--- config.mk ---
export PLATFORM = sky130hd
export DESIGN_NAME = lptc_core
export DESIGN_NICKNAME = d
export VERILOG_FILES = /design/src/lptc_pkg.sv /design/src/lptc_core.sv
export VERILOG_INCLUDE_DIRS = /design/src
export SDC_FILE = /design/constraint.sdc
export NUM_CORES = 1
export LEC_CHECK = 0
export BUFFER_PORTS_ARGS = -buffer_cell sky130_fd_sc_hd__buf_2
export CORE_MARGIN = 3
export CORE_UTILIZATION = 24
export DETAILED_ROUTE_END_ITERATION = 8
export PLACE_DENSITY = 0.45
export SETUP_SLACK_MARGIN = 0.4
export SLEW_MARGIN = 20
export SYNTH_ARGS = -nofsm -noshare
export SYNTH_HDL_FRONTEND = slang
export SYNTH_SLANG_ARGS = --single-unit
--- constraint.sdc ---
create_clock -name clock -period 5.4 [get_ports clock]
set_input_delay 0.54 -clock clock [delete_from_list [all_inputs] [get_ports clock]]
set_output_delay 0.54 -clock clock [all_outputs]
set_load 0.05 [all_outputs]
--- src/lptc_defines.svh ---
/*
 * Shared constants for the low power timer trigger/mode core.
 * Assumes inclusion by bare name from the core file.
 */
`ifndef LPTC_DEFINES_SVH
`define LPTC_DEFINES_SVH

`define LPTC_TRIG_SOFTWARE    2'h0
`define LPTC_TRIG_RISE        2'h1
`define LPTC_TRIG_FALL        2'h2
`define LPTC_TRIG_BOTH        2'h3
`define LPTC_EDGE_RISE        2'h0
`define LPTC_EDGE_FALL        2'h1
`define LPTC_EDGE_BOTH        2'h2
`define LPTC_ENABLE_DELAY     2'h2
`define LPTC_TRIG_DELAY       2'h2
`define LPTC_SW_DELAY         2'h3
`define LPTC_PIN_CFG_EDGES    2'h3
`define LPTC_XFER_STAGES      2'h2
`define LPTC_COUNT_ZERO       16'h0000
`define LPTC_COUNT_ONE        16'h0001

`endif

--- src/lptc_pkg.sv ---
/*
 * Types of the low power timer core.
 * Assumes lptc_defines.svh is on the include path.
 */
`default_nettype none
package lptc_pkg;
    typedef enum logic [1:0] {
        LPTC_IDLE,
        LPTC_ARMED,
        LPTC_DELAY,
        LPTC_RUN
    } lptc_state_type;
endpackage
`default_nettype wire

--- src/lptc_core.sv ---
/*
 * Low power timer core: trigger select, single/continuous counting,
 * single-set, retrigger timeout, output polarity, reload/compare update.
 * Assumes all control inputs are synchronous to clock; one-cycle pulses
 * on continuous_start/single_start/write strobes.
 */
`timescale 1ns/1ps
`include "lptc_defines.svh"
`default_nettype none

// Contract
// - Three-bit select picks one of eight triggers
// - Polarity field chooses software or edge start
// - Single mode stops and flags at reload
// - Triggers ignored while single run active
// - Single-set starts once, later triggers discarded
// - Software single start runs exactly once
// - Continuous mode wraps at reload, flags match
// - First trigger starts continuous, rest ignored
// - Single start switches continuous to single
// - Continuous start switches single to continuous
// - Retrigger timeout restarts count from zero
// - Compare match event when count reaches compare
// - PWM in continuous, pulse/set in single
// - Polarity inverts output immediately, sets idle level
// - Buffered update loads values at reload match
// - Write-done flags low while value crosses
// - Internal clock or sampled pin edges counted
// - Edge select chooses rise, fall or both
// - Pin-only clock counts one edge kind
// - Pin-clocked core counts from fourth edge
// - Two count clocks after activate before counting
// - Starts written while disabled are dropped
// - Two count clock delay after trigger
// - Software start begins three core clocks later
module lptc_core
    import lptc_pkg::*;
#(
    parameter int WIDTH = 16
) (
    // Clock and reset
    input  wire logic             clock,
    input  wire logic             rst_b,
    // Configuration
    input  wire logic             core_activate,
    input  wire logic [2:0]       trigger_source_select,
    input  wire logic [1:0]       trigger_enable_polarity,
    input  wire logic             single_set_select,
    input  wire logic             retrigger_timeout_enable,
    input  wire logic             output_polarity,
    input  wire logic             buffered_update,
    input  wire logic             external_clock_only,
    input  wire logic             pin_count_mode,
    input  wire logic [1:0]       count_edge_select,
    // Software strobes
    input  wire logic             continuous_start,
    input  wire logic             single_start,
    input  wire logic             reload_write,
    input  wire logic [WIDTH-1:0] reload_wdata,
    input  wire logic             compare_write,
    input  wire logic [WIDTH-1:0] compare_wdata,
    // Trigger sources
    input  wire logic             external_trigger_pin,
    input  wire logic             rtc_alarm_first,
    input  wire logic             rtc_alarm_second,
    input  wire logic             rtc_wakeup,
    input  wire logic             rtc_timestamp,
    input  wire logic             dedicated_trigger_pin,
    input  wire logic             voltage_comparator_one,
    input  wire logic             voltage_comparator_two,
    // Count pin
    input  wire logic             count_input_pin,
    // Status
    output logic [WIDTH-1:0]      count_value,
    output logic                  reload_match_flag,
    output logic                  compare_match_flag,
    output logic                  reload_write_done,
    output logic                  compare_write_done,
    output logic                  running,
    output logic                  wave_out
);

    // ----------------------------------------------------------------
    // Trigger selection and edge detect
    // ----------------------------------------------------------------
    logic [7:0] trig_vec;
    logic       trig_sel;
    logic       trig_prev_q;
    logic       trig_event;
    logic       pin_prev_q;
    logic       pin_rise;
    logic       pin_fall;
    logic       tick;

    assign trig_vec = {voltage_comparator_two, voltage_comparator_one, dedicated_trigger_pin,
                       rtc_timestamp, rtc_wakeup, rtc_alarm_second, rtc_alarm_first,
                       external_trigger_pin};
    assign trig_sel = trig_vec[trigger_source_select];

    always_ff @(posedge clock or negedge rst_b) begin
        if (!rst_b) begin
            trig_prev_q <= 1'b0;
            pin_prev_q  <= 1'b0;
        end else begin
            trig_prev_q <= trig_sel;
            pin_prev_q  <= count_input_pin;
        end
    end

    always_comb begin
        case (trigger_enable_polarity)
            `LPTC_TRIG_RISE: trig_event = trig_sel & ~trig_prev_q;
            `LPTC_TRIG_FALL: trig_event = ~trig_sel & trig_prev_q;
            `LPTC_TRIG_BOTH: trig_event = trig_sel ^ trig_prev_q;
            default:         trig_event = 1'b0;
        endcase
    end

    // ----------------------------------------------------------------
    // Count clock tick
    // ----------------------------------------------------------------
    // Pin-only clocking is modelled as sampled edges; both-edge setting
    // falls back to rising since that clock can only use one edge.
    assign pin_rise = count_input_pin & ~pin_prev_q;
    assign pin_fall = ~count_input_pin & pin_prev_q;

    always_comb begin
        if (external_clock_only) begin
            tick = (count_edge_select == `LPTC_EDGE_FALL) ? pin_fall : pin_rise;
        end else if (pin_count_mode) begin
            case (count_edge_select)
                `LPTC_EDGE_FALL: tick = pin_fall;
                `LPTC_EDGE_BOTH: tick = pin_rise | pin_fall;
                default:         tick = pin_rise;
            endcase
        end else begin
            tick = 1'b1;
        end
    end

    // ----------------------------------------------------------------
    // Enable delay and pin-clock configuration edges
    // ----------------------------------------------------------------
    logic [1:0] en_cnt_q;
    logic       en_ready;

    always_ff @(posedge clock or negedge rst_b) begin
        if (!rst_b) begin
            en_cnt_q <= 2'h0;
        end else if (!core_activate) begin
            en_cnt_q <= 2'h0;
        end else if (tick && !en_ready) begin
            en_cnt_q <= en_cnt_q + 2'h1;
        end
    end
    assign en_ready = external_clock_only ? (en_cnt_q == `LPTC_PIN_CFG_EDGES)
                                          : (en_cnt_q >= `LPTC_ENABLE_DELAY);

    // ----------------------------------------------------------------
    // Mode and start control
    // ----------------------------------------------------------------
    logic           cont_mode_q;
    logic           armed_q;
    logic           set_done_q;
    logic [1:0]     dly_q;
    logic           sw_mode;
    lptc_state_type state_q;
    logic [WIDTH-1:0] cnt_q;
    logic [WIDTH-1:0] reload_q;
    logic [WIDTH-1:0] compare_q;
    logic           at_reload;
    logic           start_wr;

    assign sw_mode   = (trigger_enable_polarity == `LPTC_TRIG_SOFTWARE);
    assign start_wr  = core_activate & (continuous_start | single_start);
    assign at_reload = (state_q == LPTC_RUN) && tick && (cnt_q == reload_q);

    always_ff @(posedge clock or negedge rst_b) begin
        if (!rst_b) begin
            cont_mode_q <= 1'b0;
        end else if (start_wr) begin
            cont_mode_q <= continuous_start;
        end
    end

    always_ff @(posedge clock or negedge rst_b) begin
        if (!rst_b) begin
            state_q    <= LPTC_IDLE;
            dly_q      <= 2'h0;
            armed_q    <= 1'b0;
            set_done_q <= 1'b0;
        end else if (!core_activate) begin
            state_q    <= LPTC_IDLE;
            dly_q      <= 2'h0;
            armed_q    <= 1'b0;
            set_done_q <= 1'b0;
        end else begin
            case (state_q)
                LPTC_IDLE: begin
                    if (start_wr) begin
                        armed_q <= 1'b1;
                        if (sw_mode) begin
                            state_q <= LPTC_DELAY;
                            dly_q   <= `LPTC_SW_DELAY - 2'h1;
                        end else begin
                            state_q <= LPTC_ARMED;
                        end
                    end
                end
                LPTC_ARMED: begin
                    // Single-set allows only the first trigger after activation
                    if (trig_event && !(single_set_select && set_done_q)) begin
                        state_q    <= LPTC_DELAY;
                        dly_q      <= `LPTC_TRIG_DELAY - 2'h1;
                        set_done_q <= 1'b1;
                    end
                end
                LPTC_DELAY: begin
                    // Delay is in count ticks; software start delay is core clocks
                    if (sw_mode || tick) begin
                        if (dly_q == 2'h0) begin
                            if (en_ready) begin
                                state_q <= LPTC_RUN;
                            end
                        end else begin
                            dly_q <= dly_q - 2'h1;
                        end
                    end
                end
                LPTC_RUN: begin
                    if (at_reload && !cont_mode_q) begin
                        // triggers only rearm after stop
                        state_q <= (sw_mode || single_set_select) ? LPTC_IDLE : LPTC_ARMED;
                    end
                end
                default: state_q <= LPTC_IDLE;
            endcase
        end
    end

    // ----------------------------------------------------------------
    // Counter
    // ----------------------------------------------------------------
    logic retrig;
    assign retrig = retrigger_timeout_enable && !sw_mode && trig_event;

    always_ff @(posedge clock or negedge rst_b) begin
        if (!rst_b) begin
            cnt_q <= `LPTC_COUNT_ZERO;
        end else if (!core_activate || state_q != LPTC_RUN) begin
            cnt_q <= `LPTC_COUNT_ZERO;
        end else if (retrig) begin
            cnt_q <= `LPTC_COUNT_ZERO;
        end else if (at_reload) begin
            cnt_q <= `LPTC_COUNT_ZERO;
        end else if (tick && en_ready) begin
            cnt_q <= cnt_q + `LPTC_COUNT_ONE;
        end
    end

    // Match flags are held until activation drops; set wins over clear.
    always_ff @(posedge clock or negedge rst_b) begin
        if (!rst_b) begin
            reload_match_flag  <= 1'b0;
            compare_match_flag <= 1'b0;
        end else begin
            reload_match_flag  <= at_reload | (reload_match_flag & core_activate);
            compare_match_flag <= ((state_q == LPTC_RUN) && tick && (cnt_q == compare_q))
                                  | (compare_match_flag & core_activate);
        end
    end

    // ----------------------------------------------------------------
    // Reload and compare update with crossing delay
    // ----------------------------------------------------------------
    logic [WIDTH-1:0] reload_pend_q;
    logic [WIDTH-1:0] compare_pend_q;
    logic [1:0]       reload_xfer_q;
    logic [1:0]       compare_xfer_q;
    logic             reload_wait_q;
    logic             compare_wait_q;
    logic             buf_hold;

    // Buffered values wait for the reload match only while counting
    assign buf_hold = buffered_update && (state_q == LPTC_RUN);

    always_ff @(posedge clock or negedge rst_b) begin
        if (!rst_b) begin
            reload_pend_q <= `LPTC_COUNT_ZERO;
            reload_xfer_q <= 2'h0;
            reload_wait_q <= 1'b0;
            reload_q      <= `LPTC_COUNT_ZERO;
        end else if (reload_write) begin
            reload_pend_q <= reload_wdata;  // overwrite mid-update is undefined
            reload_xfer_q <= `LPTC_XFER_STAGES;
            reload_wait_q <= 1'b1;
        end else if (reload_xfer_q != 2'h0) begin
            reload_xfer_q <= reload_xfer_q - 2'h1;
        end else if (reload_wait_q && (!buf_hold || at_reload)) begin
            reload_q      <= reload_pend_q;
            reload_wait_q <= 1'b0;
        end
    end

    always_ff @(posedge clock or negedge rst_b) begin
        if (!rst_b) begin
            compare_pend_q <= `LPTC_COUNT_ZERO;
            compare_xfer_q <= 2'h0;
            compare_wait_q <= 1'b0;
            compare_q      <= `LPTC_COUNT_ZERO;
        end else if (compare_write) begin
            compare_pend_q <= compare_wdata;
            compare_xfer_q <= `LPTC_XFER_STAGES;
            compare_wait_q <= 1'b1;
        end else if (compare_xfer_q != 2'h0) begin
            compare_xfer_q <= compare_xfer_q - 2'h1;
        end else if (compare_wait_q && (!buf_hold || at_reload)) begin
            compare_q      <= compare_pend_q;
            compare_wait_q <= 1'b0;
        end
    end

    assign reload_write_done  = ~reload_wait_q;
    assign compare_write_done = ~compare_wait_q;

    // ----------------------------------------------------------------
    // Output waveform
    // ----------------------------------------------------------------
    logic wave_raw_q;

    // PWM / single pulse: high from compare to reload; single-set stays set
    always_ff @(posedge clock or negedge rst_b) begin
        if (!rst_b) begin
            wave_raw_q <= 1'b0;
        end else if (!core_activate) begin
            wave_raw_q <= 1'b0;
        end else if (state_q == LPTC_RUN) begin
            if (at_reload && !(single_set_select && !cont_mode_q)) begin
                wave_raw_q <= 1'b0;
            end else if (tick && cnt_q >= compare_q) begin
                wave_raw_q <= 1'b1;
            end
        end
    end

    // Polarity applied after the flop so a change shows at once
    assign wave_out    = wave_raw_q ^ output_polarity;
    assign count_value = cnt_q;
    assign running     = (state_q == LPTC_RUN);

endmodule // lptc_core
`default_nettype wire

==> results.txt <==
The data arrival at the endpoint of the critical path is 3.23 ns. After floorplanning, the core was sized to cover ~21,000 sq um. In the final routing, the length of wire on met1 measures 5650 um. The max-capacitance violation count is 0. The routability-driven placement congestion ratio came out at just over 0.8. The net switching power figure came out at 737 uW. The leakage power is approximately 2.8 nW. In this run the number of H-tree levels came out at 3. The tightest slew margin relative to the limit is approximately 28%. The latest clock arrival within the worst-skew pair is around 0.35 ns.

The internal portion of the total power is around 1.7 mW. The path category of the worst min-delay check is primary input to asynchronous set/reset pin. After filler insertion, the fill cell instance count of the layout stands at roughly 2,200.

The wire length after detailed routing came out at 12,100 um. The synthesized instance count is 442. The worst path uses about 56% of the clock period. Buffers inserted to repair hold after CTS numbered 0. The average cell area after synthesis came out at 11.7 sq um.

The die boundary width came out at 153 um. In the final layout, the multi-input gates occupy around 2500 sq um. After clock tree synthesis, the setup repair step added 0 buffers. The share of total power in sequential cells came out at 43.2%.

The maximum number of pins on one net before global-route repair came out at 54. Data on the critical path is required at its endpoint by ~5.6 ns. 0 antenna diodes ended up in the layout.

The cell sitting at the root of the clock tree is a sky130_fd_sc_hd__clkbuf_16. The number of nets handed over by synthesis was 535. The routed via count divided by cell count came out at between 4 and 5. After Yosys synthesis, XOR and XNOR cells account for 6.05% of the synthesized area.

The area of the mapped netlist is between 5000 and 6000 sq um. The tree built by TritonCTS fans out to 99 sinks. The synthesized netlist devotes roughly 7.7% of its cell area to adder and majority cells. The flow ran to the end, and the final reports show no timing, DRC or antenna violations. For this design the top-level I/O count stands at between 80 and 90. The average wire per cell in the routed design came out at 15.1 um. Summed over all nets, the half-perimeter wirelength after detailed placement is ~9400 um. Summed over all nets, wire length on met3 after detailed routing comes to 602 um.

The floorplan has 53 rows. The die extent in y came out at between 150 and 200 um. The count of distinct cell types in the synthesized netlist came out at 49. The power per unit of standard cell area is 394 nW/um^2. The clock passes through at most 2 buffers. The total of endpoints with negative setup slack in the final report came out at 0. In the final layout, the share of cells above drive strength 1 is approximately 33%. The dominant combinational cell family by area after synthesis is multiplexers.

TritonCTS built the clock tree. The worst-case IR drop observed on VDD is approximately 170 uV. The clock input transition at the sequential cells of the worst setup and hold paths is roughly 0.07 ns. The via count of the first global-routing pass is between 3,000 and 4,000.

The switching fraction of total power is about 30%. For this run, the register share of the synthesized area comes to a little under half. The fraction of registers with async set/reset came out at 100%. In the final design database the tool counted 617 nets.

The total clock buffers created by CTS came out at 9. The startpoint kind of the worst setup timing path is a flip-flop. The clock period minus final worst setup slack is 3.01 ns. The number of slew-limit violations in the final report was 0. The routed design uses 5730 um of met2 wire. The combinational power share came out at a little under a third. The initial core utilization is between 20 and 25%. The post-detailed-route DRC marker count is 0.

Setup repair after global routing left no endpoint under its margin. The number of antenna violations at the first check in global routing came out at 0. The number of hold-slack violations in the final timing report came out at 0. The first global-routing pass estimated between 20,000 and 25,000 um of wire.

The total track usage is a little over a tenth. The highest layer used for signal routing is met4. The synthesized-area fraction occupied by ao, oa, aoi and oai cells is 6.61%.

The count of input and output buffers came out at slightly above 80. After layout, the design draws a total of ~2.4 mW. The simple-gate portion of the synthesized area came out at under 10%. The register area is 2480 sq um. The maximum fanout along the worst path is 17. The part of the power in the clock network is approximately a quarter.

The kind of capture point of the worst setup path is a flip-flop. Counting flops with a built-in enable in the synthesized netlist gives 0. By startpoint and endpoint, the worst setup path is classified as flip-flop to flip-flop. The count of synthesis-stage warnings from yosys came out at 0.

The most common flop cell mapped by yosys is sky130_fd_sc_hd__dfrtp_1. The remaining antenna violation count is 0. The die footprint is 23,400 sq um. The worst clock skew came out at around 0.0069 ns. The remaining global-route overflow came out at 0.

The measured slew at the worst slew-check pin is approximately 1.1 ns. The total number of vias came out at around 3,500. The fraction of the core area covered by cells at the end of the flow is 29.2%. The first TritonRoute pass finished after 4 iterations. The detailed router finished its first iteration with 128 violations. The number of resized instances in the post-cts repair step came out at 0. The maximum operating frequency is about 0.33 GHz. Relative to the synthesized area, the layout overhead comes to 18.9%. Setup total negative slack on the finished layout was measured at 0 ns.

The mux share of post-synthesis cell area is ~17%. The number of synthesized register bits is between 90 and 100.
-- metrics by stage --
step / cells / setup slack, ns / cell area, sq um / hold slack, ns
2_1_floorplan: 442 / 2.82 / 5190 / 0.244
3_3_place_gp: 788 / 2.14 / 5870 / 0.465
3_5_place_dp: 788 / 2.10 / 5870 / 0.462
4_1_cts: 804 / 2.33 / 6170 / 0.261
5_1_grt: 804 / 2.19 / 6170 / 0.295
6_report: 804 / 2.39 / 6170 / 0.236
-- path summary, 6_finish.rpt --
kind	from	endpoint	slack, ns	cells past startpoint
min in group clock	count_input_pin	pin_prev_q	0.33	1
min reg2reg	reload_match_flag	reload_match_flag	0.48	1
min	rst_b	compare_pend_q[15]	0.24	1
max reg2reg	count_value[2]	compare_q[5]	2.39	6
max in group asynchronous	rst_b	count_value[8]	4.08	2
max	count_value[2]	compare_q[5]	2.39	6
-- placed cells by master (no fill, tap or decap), drive strengths merged, types with 2 or more instances in the layout --
| cell | count |
|---|---|
| nand2 | 23 |
| mux4 | 2 |
| ha | 32 |
| xor2 | 5 |
| nand2b | 2 |
| a21o | 8 |
| nor2b | 4 |
| nor2 | 31 |
| clkinv | 3 |
| o21ai | 8 |
| o21a | 2 |
| buf | 84 |
| a211oi | 2 |
| nor4 | 8 |
| mux2 | 65 |
| a21oi | 11 |
| nor3 | 6 |
| a211o | 2 |
| inv | 39 |
| and2 | 3 |
| xnor2 | 30 |
| o22ai | 2 |
| dfrtp | 99 |
| mux2i | 6 |
| clkbuf | 11 |
| nand3 | 11 |
| nand4 | 11 |
-- power groups by stage --
stage               Combinational (mW)  Clock [mW]  Sequential [mW]
floorplan                        0.604           0             1.02
global placement                 0.719           0             1.06
detailed placement               0.747           0             1.07
CTS                              0.751       0.677             1.05
global route                     0.826       0.704             1.08
finish                           0.736       0.645             1.05
-- critical path: stages, from the launching register on --
cell,delay (ns)
sky130_fd_sc_hd__dfrtp_1,0.61
sky130_fd_sc_hd__xnor2_1,0.17
sky130_fd_sc_hd__nand4_1,0.12
sky130_fd_sc_hd__nor4_2,0.41
sky130_fd_sc_hd__a21oi_2,0.21
sky130_fd_sc_hd__a211oi_4,0.94
sky130_fd_sc_hd__mux2_2,0.42
-- cells in the mapped netlist, types with 3 or more instances --
library cell               number  area (sq um)
sky130_fd_sc_hd__a21o_1         8          60.1
sky130_fd_sc_hd__ha_1          32           400
sky130_fd_sc_hd__nor4_1         7          43.8
sky130_fd_sc_hd__and2_1         3          18.8
sky130_fd_sc_hd__mux2_4        18           270
sky130_fd_sc_hd__xnor2_1       29           254
sky130_fd_sc_hd__clkbuf_1       7          26.3
sky130_fd_sc_hd__nand3_1       11          55.1
sky130_fd_sc_hd__nand2_1       23          86.3
sky130_fd_sc_hd__nor3_1         6          30.0
sky130_fd_sc_hd__nor2b_1        4          25.0
sky130_fd_sc_hd__dfrtp_1       99          2480
sky130_fd_sc_hd__o21ai_0        8          40.0
sky130_fd_sc_hd__nand4_1       11          68.8
sky130_fd_sc_hd__a21oi_1       10          50.1
sky130_fd_sc_hd__xor2_1         5          43.8
sky130_fd_sc_hd__inv_1         39           146
sky130_fd_sc_hd__mux2i_1        6          60.1
sky130_fd_sc_hd__nor2_1        31           116
sky130_fd_sc_hd__mux2_2        47           529
-- layout make-up --
class | instances | share of cell area [%]
Multi-Input combinational cell | 291 | 40.2
Inverter | 39 | 2.37
Timing Repair Buffer | 84 | 6.94
Clock inverter | 5 | 0.852
Sequential cell | 99 | 40.2
Tap cell | 275 | 5.58
Clock buffer | 11 | 3.93
-- layer usage --
| metal | vias up | track usage, % |
|---|---|---|
| li1 | 1697 | - |
| met1 | 1699 | 14.5 |
| met2 | 72 | 17.2 |
| met3 | 9 | 3.14 |
| met4 | 0 | 3.44 |
| met5 | - | 0 |
-- flip-flops by register name, indices dropped and copies added (netlist names), 16 cells and up --
register	cells
reload_pend_q	16
reload_q	16
count_value	16
compare_pend_q	16
compare_q	16
-- cell families after synthesis --
kind of cell	count (synthesis)
mux	73
compound gates	46
fa+ha+maj	32
flops	99
buf+inv	52
simple gates	105
xor+xnor	35
Note: power is estimated with default switching activity, not from simulation.
